File: config.mk
export PLATFORM = sky130hd
export DESIGN_NAME = ssp_prescale_irq
export DESIGN_NICKNAME = d
export VERILOG_FILES = /design/src/hw/ssp_pkg.sv /design/src/hw/ssp_prescale_irq.sv /design/src/hw/ssp_prescaler.sv
export SDC_FILE = /design/constraint.sdc
export NUM_CORES = 1
export LEC_CHECK = 0
export ABC_AREA = 1
export BUFFER_PORTS_ARGS = -buffer_cell sky130_fd_sc_hd__buf_4
export CORE_ASPECT_RATIO = 2
export CORE_MARGIN = 1.5
export CORE_UTILIZATION = 48
export CTS_CLUSTER_DIAMETER = 200
export DETAILED_ROUTE_END_ITERATION = 7
export PLACE_DENSITY = 0.81
export SLEW_MARGIN = 0
export SYNTH_ARGS = -nofsm -noshare
export SYNTH_HDL_FRONTEND = slang
export SYNTH_SLANG_ARGS = --single-unit
File: constraint.sdc
create_clock -name clk_sys -period 2.3 [get_ports clk_sys]
set_input_delay 0.46 -clock clk_sys [delete_from_list [all_inputs] [get_ports clk_sys]]
set_output_delay 0.46 -clock clk_sys [all_outputs]
set_load 0.02 [all_outputs]
File: src/hw/ssp_pkg.sv
// Summary of operation
// - The system clock is divided by the programmed divisor to make the rate enable for the serial clock logic.
// - Bit zero of the stored divisor is held at zero by hardware, so the divisor is always even.
// - After an odd divisor is written, reading the prescale register returns it with bit zero cleared.
// - All interrupt mask bits reset to zero, so every source starts out masked.
// - Reading the interrupt mask register returns the stored mask bit of each source.
// - Writing one to a mask bit sets it and lets its source reach the masked status and the interrupt line.
// - Writing zero to a mask bit clears it and blocks its source from the masked status and the interrupt line.
// - The transmit condition holds while the transmit FIFO holds half its capacity or fewer entries.
// - The receive condition holds while the receive FIFO holds half its capacity or more entries.
// - The overrun condition becomes true when the receive FIFO overflows.

`default_nettype none

package ssp_pkg;

    // ------------------------------------------------------------
    // register bus
    // ------------------------------------------------------------
    localparam int          ADDR_W       = 12;
    localparam int          DATA_W       = 32;
    localparam logic [11:0] OFF_PRESCALE = 12'h010;
    localparam logic [11:0] OFF_MASK     = 12'h014;
    localparam logic [11:0] OFF_RAW      = 12'h018;
    localparam logic [11:0] OFF_MASKED   = 12'h01c;
    localparam logic [11:0] OFF_CLEAR    = 12'h020;

    // ------------------------------------------------------------
    // fields and reset values
    // ------------------------------------------------------------
    localparam int          DIV_W        = 8;
    localparam logic [7:0]  PRESCALE_RST = 8'h00;
    localparam logic [7:0]  DIV_MIN      = 8'h02;
    localparam logic [7:0]  DIV_MAX      = 8'hfe;
    localparam int          IRQ_N        = 4;
    localparam logic [3:0]  MASK_RST     = 4'h0;
    localparam int          BIT_TX       = 3;
    localparam int          BIT_RX       = 2;
    localparam int          BIT_RT       = 1;
    localparam int          BIT_ROR      = 0;
    localparam int          FIFO_DEPTH   = 8;

endpackage : ssp_pkg

`default_nettype wire

File: src/hw/ssp_prescale_irq.sv
`timescale 1ns/1ns
`default_nettype none

module ssp_prescale_irq #(
    parameter int FIFO_DEPTH = ssp_pkg::FIFO_DEPTH,
    parameter int FILL_W     = $clog2(FIFO_DEPTH + 1)
) (
    input  wire logic [ssp_pkg::ADDR_W-1:0] regAddr,       // byte address
    input  wire logic [ssp_pkg::DATA_W-1:0] regWrData,     // write data
    input  wire logic                       regWr,         // write strobe
    input  wire logic                       regRd,         // read strobe
    output logic      [ssp_pkg::DATA_W-1:0] regRdData,     // read data, cycle after strobe
    input  wire logic                       clk_sys,       // system clock
    input  wire logic                       resetn,        // async reset, active low
    input  wire logic [FILL_W-1:0]          txFillCount,   // transmit FIFO entries
    input  wire logic [FILL_W-1:0]          rxFillCount,   // receive FIFO entries
    input  wire logic                       rxTimeoutEvt,  // receive time-out pulse
    input  wire logic                       rxOverflowEvt, // receive overflow pulse
    output logic                            bitRateEn,     // prescaled rate enable pulse
    output logic      [ssp_pkg::IRQ_N-1:0]  maskedStatus,  // masked interrupt status
    output logic                            irqOut         // interrupt, active high level
);

    // ------------------------------------------------------------
    // state
    // ------------------------------------------------------------
    typedef struct packed {
        logic [ssp_pkg::DIV_W-1:0]  prescale;
        logic [ssp_pkg::IRQ_N-1:0]  mask;
        logic                       rtSticky;
        logic                       rorSticky;
        logic [ssp_pkg::IRQ_N-1:0]  masked;
        logic                       irq;
        logic [ssp_pkg::DATA_W-1:0] rdata;
    } ssp_regs_t;

    ssp_regs_t regs_ff;
    ssp_regs_t nxt_regs;

    localparam logic [FILL_W-1:0] HALF_FILL = FILL_W'(FIFO_DEPTH / 2);

    logic                      wrPrescale;
    logic                      wrMask;
    logic                      wrClear;
    logic                      txCond;
    logic                      rxCond;
    logic [ssp_pkg::IRQ_N-1:0] rawNow;

    // ------------------------------------------------------------
    // address decode
    // ------------------------------------------------------------
    // writes to read-only or unmapped offsets are dropped silently
    always_comb begin
        wrPrescale = 1'b0;
        wrMask     = 1'b0;
        wrClear    = 1'b0;
        if (regWr && regAddr == ssp_pkg::OFF_PRESCALE) begin
            wrPrescale = 1'b1;
        end else if (regWr && regAddr == ssp_pkg::OFF_MASK) begin
            wrMask = 1'b1;
        end else if (regWr && regAddr == ssp_pkg::OFF_CLEAR) begin
            wrClear = 1'b1;
        end
    end

    // ------------------------------------------------------------
    // raw conditions
    // ------------------------------------------------------------
    // fifo levels are live conditions; time-out and overrun are events, kept sticky
    assign txCond = (txFillCount <= HALF_FILL);
    assign rxCond = (rxFillCount >= HALF_FILL);

    // bit order follows the mask layout
    assign rawNow = {txCond, rxCond, regs_ff.rtSticky, regs_ff.rorSticky};

    // ------------------------------------------------------------
    // next state
    // ------------------------------------------------------------
    always_comb begin
        nxt_regs = regs_ff;

        // bit zero never stored, so any odd write reads back even
        if (wrPrescale) begin
            nxt_regs.prescale = {regWrData[ssp_pkg::DIV_W-1:1], 1'b0};
        end

        // mask takes each written bit as-is: one unmasks, zero masks
        if (wrMask) begin
            nxt_regs.mask = regWrData[ssp_pkg::IRQ_N-1:0];
        end

        // set beats clear so an event in the clearing cycle survives
        nxt_regs.rtSticky = rxTimeoutEvt
                          | (regs_ff.rtSticky & ~(wrClear & regWrData[ssp_pkg::BIT_RT]));
        nxt_regs.rorSticky = rxOverflowEvt
                           | (regs_ff.rorSticky & ~(wrClear & regWrData[ssp_pkg::BIT_ROR]));

        // masked status and interrupt computed from next values: outputs stay registered
        nxt_regs.masked = {txCond, rxCond, nxt_regs.rtSticky, nxt_regs.rorSticky} & nxt_regs.mask;
        nxt_regs.irq    = |nxt_regs.masked;

        // read data valid only in the cycle after the strobe
        nxt_regs.rdata = '0;
        if (regRd) begin
            if (regAddr == ssp_pkg::OFF_PRESCALE) begin
                nxt_regs.rdata = {{(ssp_pkg::DATA_W-ssp_pkg::DIV_W){1'b0}}, regs_ff.prescale};
            end else if (regAddr == ssp_pkg::OFF_MASK) begin
                nxt_regs.rdata = {{(ssp_pkg::DATA_W-ssp_pkg::IRQ_N){1'b0}}, regs_ff.mask};
            end else if (regAddr == ssp_pkg::OFF_RAW) begin
                nxt_regs.rdata = {{(ssp_pkg::DATA_W-ssp_pkg::IRQ_N){1'b0}}, rawNow};
            end else if (regAddr == ssp_pkg::OFF_MASKED) begin
                nxt_regs.rdata = {{(ssp_pkg::DATA_W-ssp_pkg::IRQ_N){1'b0}}, rawNow & regs_ff.mask};
            end else begin
                nxt_regs.rdata = '0;
            end
        end
    end

    // ------------------------------------------------------------
    // registers
    // ------------------------------------------------------------
    always_ff @(posedge clk_sys or negedge resetn) begin
        if (!resetn) begin
            regs_ff           <= '0;
            regs_ff.prescale  <= ssp_pkg::PRESCALE_RST;
            regs_ff.mask      <= ssp_pkg::MASK_RST;
        end else begin
            regs_ff <= nxt_regs;
        end
    end

    assign regRdData    = regs_ff.rdata;
    assign maskedStatus = regs_ff.masked;
    assign irqOut       = regs_ff.irq;

    // ------------------------------------------------------------
    // prescaler
    // ------------------------------------------------------------
    // divisor read straight from the register: a rewrite takes effect at once
    ssp_prescaler #(
        .DIV_W   (ssp_pkg::DIV_W)
    ) u_prescaler (
        .clk_sys (clk_sys),
        .resetn  (resetn),
        .divisor (regs_ff.prescale),
        .rateEn  (bitRateEn)
    );

    // ------------------------------------------------------------
    // checks
    // ------------------------------------------------------------
    logic       afterReset_ff;
    logic [7:0] lastDivWrite_ff;

    // first edge after release, and the last value written to the prescaler
    always_ff @(posedge clk_sys or negedge resetn) begin
        if (!resetn) begin
            afterReset_ff   <= 1'b1;
            lastDivWrite_ff <= 8'h00;
        end else begin
            afterReset_ff <= 1'b0;
            if (wrPrescale) begin
                lastDivWrite_ff <= regWrData[7:0];
            end
        end
    end
endmodule : ssp_prescale_irq

`default_nettype wire

File: src/hw/ssp_prescaler.sv
`timescale 1ns/1ns
`default_nettype none

module ssp_prescaler #(
    parameter int DIV_W = ssp_pkg::DIV_W
) (
    input  wire logic             clk_sys,  // system clock
    input  wire logic             resetn,   // async reset, active low
    input  wire logic [DIV_W-1:0] divisor,  // even divisor, zero halts
    output logic                  rateEn    // one-cycle pulse every divisor cycles
);

    // ------------------------------------------------------------
    // state
    // ------------------------------------------------------------
    typedef struct packed {
        logic [DIV_W-1:0] count;
        logic             pulse;
    } ssp_div_t;

    ssp_div_t cur_ff;
    ssp_div_t nxt_cur;

    // divider: compare with >= so a divisor shrunk mid-period cannot overrun
    always_comb begin
        nxt_cur = cur_ff;
        if (divisor == '0) begin
            nxt_cur.count = '0;
            nxt_cur.pulse = 1'b0;
        end else if (cur_ff.count >= divisor - 1'b1) begin
            nxt_cur.count = '0;
            nxt_cur.pulse = 1'b1;
        end else begin
            nxt_cur.count = cur_ff.count + 1'b1;
            nxt_cur.pulse = 1'b0;
        end
    end

    always_ff @(posedge clk_sys or negedge resetn) begin
        if (!resetn) begin
            cur_ff <= '0;
        end else begin
            cur_ff <= nxt_cur;
        end
    end

    assign rateEn = cur_ff.pulse;

    // ------------------------------------------------------------
    // checks
    // ------------------------------------------------------------
    logic [DIV_W:0]   gapCnt_ff;
    logic [DIV_W-1:0] prevDiv_ff;
    logic             divMoved_ff;
    logic             seenPulse_ff;

    // cycles since the last pulse, and whether the divisor moved meanwhile
    always_ff @(posedge clk_sys or negedge resetn) begin
        if (!resetn) begin
            gapCnt_ff    <= '0;
            prevDiv_ff   <= '0;
            divMoved_ff  <= 1'b0;
            seenPulse_ff <= 1'b0;
        end else begin
            prevDiv_ff <= divisor;
            if (rateEn) begin
                gapCnt_ff    <= {{DIV_W{1'b0}}, 1'b1};
                divMoved_ff  <= 1'b0;
                seenPulse_ff <= 1'b1;
            end else begin
                gapCnt_ff   <= gapCnt_ff + 1'b1;
                divMoved_ff <= divMoved_ff | (divisor != prevDiv_ff);
            end
        end
    end
endmodule : ssp_prescaler

`default_nettype wire

==> results.json, run 1 <==
{
  "diodes": 0,
  "placed_area_um2": 2460,
  "grt_start_max_net_pins": 36,
  "num_io_pins": 96,
  "syn2layout_area_growth_pct": 14.8,
  "start_kind": "register",
  "layout-drive-gt1-share_pct": 28.3,
  "r2r_slack_ns": 0.22,
  "std_cell_rows": 34,
  "fmax_mhz": 481,
  "combPwrFrac_pct": 12.0,
  "stdcell_area_um2": 2550,
  "yosys_warnings": 0,
  "dp.cells": 346,
  "p_int_uw": 881,
  "place.gp.congestion": 0.874,
  "leakage_nw": 1.46,
  "cts_sinks": 35,
  "mostFrequentLayoutCells": "buf_4 (49), inv_1 (39), dfrtp_1 (35), nand2_1 (31), conb_1 (24)",
  "dr.first_iter.drc_count": 28,
  "cts_made_buffers": 5,
  "ys_ff_latch": 35,
  "syn_avg_cell_area_um2": 8.62,
  "r2r_end": "u_prescaler.cur_ff[1]$_DFF_PN0_",
  "viasPerCell": 4.71,
  "hold_viol_final": 0,
  "grt_overflow": 0,
  "grt_pass1_wl_um": 6690,
  "final_common_cell": "buf_4",
  "period_share_pct": 90.4,
  "grt_antenna_before_repair": 0,
  "post_cts_buffers": 0,
  "die_h_um": 99.3,
  "rr_worst_depth": 11,
  "dp_hpwl_um": 3240,
  "vias": 1668,
  "postCtsHoldBufs": 0,
  "p_seq_share_pct": 52.5,
  "die_w_um": 51.1,
  "yosysUniqueCellTypes": 29,
  "ant_nets": 0,
  "power_switching_uw": 303,
  "drv_cap": 0,
  "fin_crit_ns": 2.08,
  "min_path_type": "primary input to async pin",
  "htree_levels": 2,
  "end_kind": "register",
  "grt_usage_pct": 17.5,
  "outcome": "complete, no violations",
  "max-vdd-ir-drop_v": 0.000391,
  "netlist_instances": 258,
  "fin_skew_ns": 0.00524,
  "start_util_pct": 50.8,
  "synth_seq_area_share_pct": 39.4,
  "wl_per_cell_um": 11.0,
  "fin_tns_setup_ns": 0,
  "syn_area_um2": 2220,
  "root_buffer": "clkbuf_8",
  "instances_no_fill": 354,
  "die_area_um2": 5080,
  "clk_pin_slew_ns": 0.07,
  "setup_viol": 0,
  "routed_wirelength_um": 3900,
  "rsz0062_at_grt": "false",
  "path_max_fanout": 8,
  "p_per_area_nw_per_um2": 464,
  "drc_errors": 0,
  "clockPowerShare_pct": 35.5,
  "cp.required_ns": 2.47,
  "clock_latency_ns": 0.28,
  "port_buffers": 45,
  "grt_pass1_vias": 1690,
  "drtPass1Iterations": 4,
  "p_sw_share_pct": 25.6,
  "cts_tree": "built",
  "crit_type": "register to register",
  "nNetsFinal": 367,
  "arrival_ns": 2.24,
  "maxSlewViolCount": 0,
  "r2r-start": "regs_ff[44]$_DFFE_PN0P_",
  "cts_buffer_depth": 2,
  "coreArea_um2": 4380
}
-- power groups by stage --
stage | combinational, mW | sequential (mW) | clock, mW
2_1_floorplan | 0.106 | 0.634 | 0
3_3_place_gp | 0.141 | 0.633 | 0
3_5_place_dp | 0.143 | 0.633 | 0
4_1_cts | 0.143 | 0.621 | 0.430
5_1_grt | 0.158 | 0.621 | 0.457
6_report | 0.142 | 0.621 | 0.421
-- state kept, by name, summed over array words and instances (netlist names) --
register,flops
u_prescaler.cur_ff,8
irqOut,1
rawNow,2
maskedStatus,4
regs_ff,11
regRdData,8
u_prescaler.rateEn,1
-- synth_stat cells --
| cell | n | area (µm²) |
|---|---|---|
| inv_1 | 39 | 146 |
| buf_4 | 37 | 278 |
| a21boi_0 | 1 | 7.51 |
| ha_1 | 10 | 125 |
| conb_1 | 1 | 3.75 |
| and3_1 | 1 | 6.26 |
| nand2_4 | 1 | 11.3 |
| nand3b_1 | 2 | 15.0 |
| nand3_1 | 12 | 60.1 |
| nand4_1 | 8 | 50.1 |
| nor2_1 | 20 | 75.1 |
| xor2_1 | 8 | 70.1 |
| o21ai_2 | 3 | 26.3 |
| nand3_4 | 2 | 35.0 |
| nand2_2 | 7 | 43.8 |
| nand2_1 | 32 | 120 |
| buf_6 | 1 | 11.3 |
| a21oi_1 | 5 | 25.0 |
| inv_2 | 4 | 15.0 |
| o21ai_0 | 12 | 60.1 |
| xnor2_1 | 3 | 26.3 |
| dfrtp_1 | 35 | 876 |
| nor3_1 | 1 | 5.00 |
| nor2_4 | 6 | 67.6 |
| nor2_8 | 1 | 20.0 |
| nor2_2 | 1 | 6.26 |
| nand3_2 | 1 | 10.0 |
| a31oi_1 | 1 | 6.26 |
| o21a_1 | 3 | 22.5 |
-- stage by stage --
step / worst slack, ns / hold slack, ns / utilization, % / total power, mW
2_1_floorplan: 0.298 / 0.164 / - / 0.740
3_3_place_gp: 0.0786 / 0.426 / 56.1 / 0.774
3_5_place_dp: -0.0247 / 0.431 / 56.1 / 0.776
4_1_cts: 0.0855 / 0.125 / 58.1 / 1.20
5_1_grt: 0.0427 / 0.141 / 58.3 / 1.24
6_report: 0.222 / 0.111 / 58.3 / 1.18
-- worst max-delay path by stage --
stage	from	end	slack, ns	cells after the start
after global placement	regs_ff[44]$_DFFE_PN0P_	u_prescaler.cur_ff[8]$_DFF_PN0_	0.08	11
after floorplan	regs_ff[44]$_DFFE_PN0P_	u_prescaler.cur_ff[8]$_DFF_PN0_	0.30	11
final	regs_ff[44]$_DFFE_PN0P_	u_prescaler.cur_ff[1]$_DFF_PN0_	0.22	11
after global routing	regs_ff[44]$_DFFE_PN0P_	u_prescaler.cur_ff[1]$_DFF_PN0_	0.04	11
after CTS	regs_ff[44]$_DFFE_PN0P_	u_prescaler.cur_ff[1]$_DFF_PN0_	0.09	11
after detailed placement	regs_ff[44]$_DFFE_PN0P_	u_prescaler.cur_ff[1]$_DFF_PN0_	-0.02	11
-- cells by family after synthesis --
group	Yosys count	share of synthesized area, %
other cells	1	0.169
fa+ha+maj	10	5.62
buf+inv	81	20.2
flops	35	39.4
xor+xnor	11	4.33
compound gates	25	6.64
simple gates	95	23.6
-- layer usage --
| layer | vias to the layer above | part of all wire (%) | GRT usage, % |
|---|---|---|---|
| met5 | - | 0 | 0 |
| met4 | 0 | 3.5 | 11.2 |
| met3 | 9 | 5.6 | 3.15 |
| met2 | 73 | 57 | 33.7 |
| met1 | 762 | 34 | 15.6 |
| li1 | 824 | - | - |
-- final cells by class --
type                    count  area [µm²]
clock inverters             2        12.5
flip-flops and latches     35         876
clock buffers               6        72.6
multi-input cells         165         996
inverters                  43         161
fillers                   394        1830
well taps                  54        67.6
repair buffers             49         368
-- timing repair --
item                       CTS  global route
setup endpoints to repair    8             8
pin swaps                    0             1
resized for setup            2             2
-- worst max-delay path, cell delays in order, from the launching register on --
cell      delay (ns)
dfrtp_1         0.39
inv_1           0.13
nand3_1         0.14
nor3_2          0.15
xor2_1          0.20
inv_1           0.07
ha_1            0.27
nand2_1         0.06
o21a_1          0.18
a21boi_2        0.16
nand2_2         0.16
nor2_1          0.06
No activity file was read; power rests on OpenSTA's default activity.
==> run 2: changes to the inputs <==
--- a/config.mk
+++ b/config.mk
@@ -7,12 +7,14 @@
 export LEC_CHECK = 0
 export ABC_AREA = 1
 export BUFFER_PORTS_ARGS = -buffer_cell sky130_fd_sc_hd__buf_4
-export CORE_ASPECT_RATIO = 2
+export CELL_PAD_IN_SITES_DETAIL_PLACEMENT = 0
+export CELL_PAD_IN_SITES_GLOBAL_PLACEMENT = 1
+export CORE_ASPECT_RATIO = 1.1
 export CORE_MARGIN = 1.5
-export CORE_UTILIZATION = 48
+export CORE_UTILIZATION = 34
 export CTS_CLUSTER_DIAMETER = 200
 export DETAILED_ROUTE_END_ITERATION = 7
-export PLACE_DENSITY = 0.81
+export PLACE_DENSITY_LB_ADDON = 0.1
 export SLEW_MARGIN = 0
 export SYNTH_ARGS = -nofsm -noshare
 export SYNTH_HDL_FRONTEND = slang
==> results.json, run 2 (same netlist as run 1, synthesis figures left out) <==
{
  "die_w_um": 80.1,
  "maxSlewViolCount": 0,
  "syn2layout_area_growth_pct": 17.3,
  "p_int_uw": 942,
  "crit_start": "regs_ff[47]$_DFFE_PN0P_",
  "cp.required_ns": 2.51,
  "crit_type": "register to register",
  "mostFrequentLayoutCells": "buf_4 (49), inv_1 (39), dfrtp_1 (35), nand2_1 (31), conb_1 (24)",
  "max_stage_delay_ns": 0.42,
  "htree_levels": 2,
  "leakage_nw": 1.47,
  "routed_wirelength_um": 4260,
  "wl_met2_um": 2200,
  "die_h_um": 87.8,
  "vias": 1574,
  "wl_per_cell_um": 11.2,
  "outcome": "complete, no violations",
  "arrival_ns": 2.27,
  "clk_pin_slew_ns": 0.08,
  "r2r-start": "regs_ff[47]$_DFFE_PN0P_",
  "wl_met3_um": 155,
  "largest_reg_flops": 11,
  "fin_tns_setup_ns": 0,
  "path_max_fanout": 3,
  "drc_errors": 0,
  "maxUsedRoutingLayer": "met4",
  "rr_worst_depth": 12,
  "std_cell_rows": 30,
  "min_path_type": "primary input to async pin",
  "power_switching_uw": 329,
  "fin_skew_ns": 0.00802,
  "cp_slowest_cell": "dfrtp_1",
  "hold_viol_final": 0,
  "clock_latency_ns": 0.29,
  "dp_hpwl_um": 3320,
  "start_util_pct": 35.7,
  "diodes": 0,
  "path_cells": "nor2_1 -> nand3_1 -> inv_1 -> nand2_1 -> xor2_1 -> inv_1 -> ha_1 -> nand2_1 -> o21a_1 -> a21boi_2 -> buf_4 -> a31oi_1",
  "setup_viol": 0,
  "cts_made_buffers": 5,
  "placed_area_um2": 2490,
  "cts_tree": "built",
  "fillers": 676,
  "port_buffers": 45,
  "root_buffer": "clkbuf_8",
  "nNetsFinal": 367,
  "period_share_pct": 89.8,
  "grt_usage_pct": 13.7,
  "clockPowerShare_pct": 40.0,
  "ant_nets": 0,
  "grt_pass1_wl_um": 7370,
  "cts_sinks": 35,
  "end_kind": "register",
  "grt_start_max_net_pins": 36,
  "drtPass1Iterations": 4,
  "max-vdd-ir-drop_v": 0.000234,
  "r2r_slack_ns": 0.23,
  "post_cts_buffers": 0,
  "wl_met1_um": 1850,
  "grt_pass1_vias": 1526,
  "fmax_mhz": 484,
  "ctsResizeCount": 0,
  "start_kind": "register",
  "p_sw_share_pct": 25.9,
  "viasPerCell": 4.14,
  "largest-register": "regs_ff",
  "coreArea_um2": 6230,
  "cts_buffer_depth": 2,
  "postCtsHoldBufs": 0,
  "combPwrFrac_pct": 11.2,
  "r2r_end": "u_prescaler.rateEn$_DFF_PN0_",
  "p_seq_share_pct": 48.8,
  "drv_cap": 0,
  "dr.first_iter.drc_count": 52,
  "place.gp.congestion": 0.770,
  "final_common_cell": "buf_4",
  "rsz0062_at_grt": "false",
  "stdcell_area_um2": 2610,
  "p_per_area_nw_per_um2": 487,
  "fin_total_pwr_mw": 1.27,
  "num_io_pins": 96,
  "fin_crit_ns": 2.07,
  "layout-drive-gt1-share_pct": 28.7,
  "die_area_um2": 7040,
  "hold_slack_ns": 0.115,
  "grt_antenna_before_repair": 0,
  "grt_overflow": 0
}
-- run 2: cell count changes in the layout (fill, tap and decap cells not counted) --
cell      delta
nand2_2      -1
nand2_4      +1
clkinv_2     -1
clkbuf_8     +2
clkbuf_1     -1
-- run 2: worst max path at each step --
stage                                 endpoint  slack, ns  cells after the start
3_5_place_dp   u_prescaler.cur_ff[3]$_DFF_PN0_       0.04                     11
5_1_grt        u_prescaler.cur_ff[4]$_DFF_PN0_       0.01                     12
3_3_place_gp   u_prescaler.cur_ff[1]$_DFF_PN0_       0.03                     11
2_1_floorplan  u_prescaler.cur_ff[8]$_DFF_PN0_       0.30                     11
4_1_cts        u_prescaler.cur_ff[1]$_DFF_PN0_       0.02                     11
6_report          u_prescaler.rateEn$_DFF_PN0_       0.23                     12
-- run 2: worst max-delay path, delay by kind of cell (launching register included) --
family / cells / cell delay (ns)
flops: 1 / 0.42
fa+ha+maj: 1 / 0.28
compound gates: 3 / 0.48
xor+xnor: 1 / 0.13
buf+inv: 3 / 0.31
simple gates: 4 / 0.38
-- run 2: stage by stage --
stage	util [%]	setup slack (ns)	cells
finish	41.9	0.235	380
global route	41.9	0.0143	380
CTS	41.6	0.0192	380
detailed placement	40.0	0.0351	372
global placement	40.0	0.0345	372
floorplan	-	0.298	281
-- run 2: power by group through the flow --
stage / registers, mW / clock network [mW] / logic [mW]
after floorplan: 0.634 / 0 / 0.106
after global routing: 0.621 / 0.555 / 0.160
after CTS: 0.621 / 0.523 / 0.145
after global placement: 0.633 / 0 / 0.144
final: 0.621 / 0.508 / 0.142
after detailed placement: 0.633 / 0 / 0.145
-- run 2: final cells by class --
| cell class | instances | area (µm²) | area share, % |
|---|---|---|---|
| clock inverters | 1 | 7.51 | 0.288 |
| flip-flops and latches | 35 | 876 | 33.6 |
| repair buffers | 49 | 368 | 14.1 |
| clock buffers | 7 | 96.3 | 3.69 |
| multi-input cells | 165 | 1000 | 38.4 |
| inverters | 43 | 161 | 6.18 |
| well taps | 80 | 100 | 3.84 |
-- run 2: routing by layer --
| layer | vias to the layer above | global-route usage [%] |
|---|---|---|
| li1 | 822 | - |
| met1 | 713 | 17.3 |
| met2 | 33 | 23.2 |
| met3 | 6 | 3.13 |
| met4 | 0 | 4.39 |
| met5 | - | 0 |
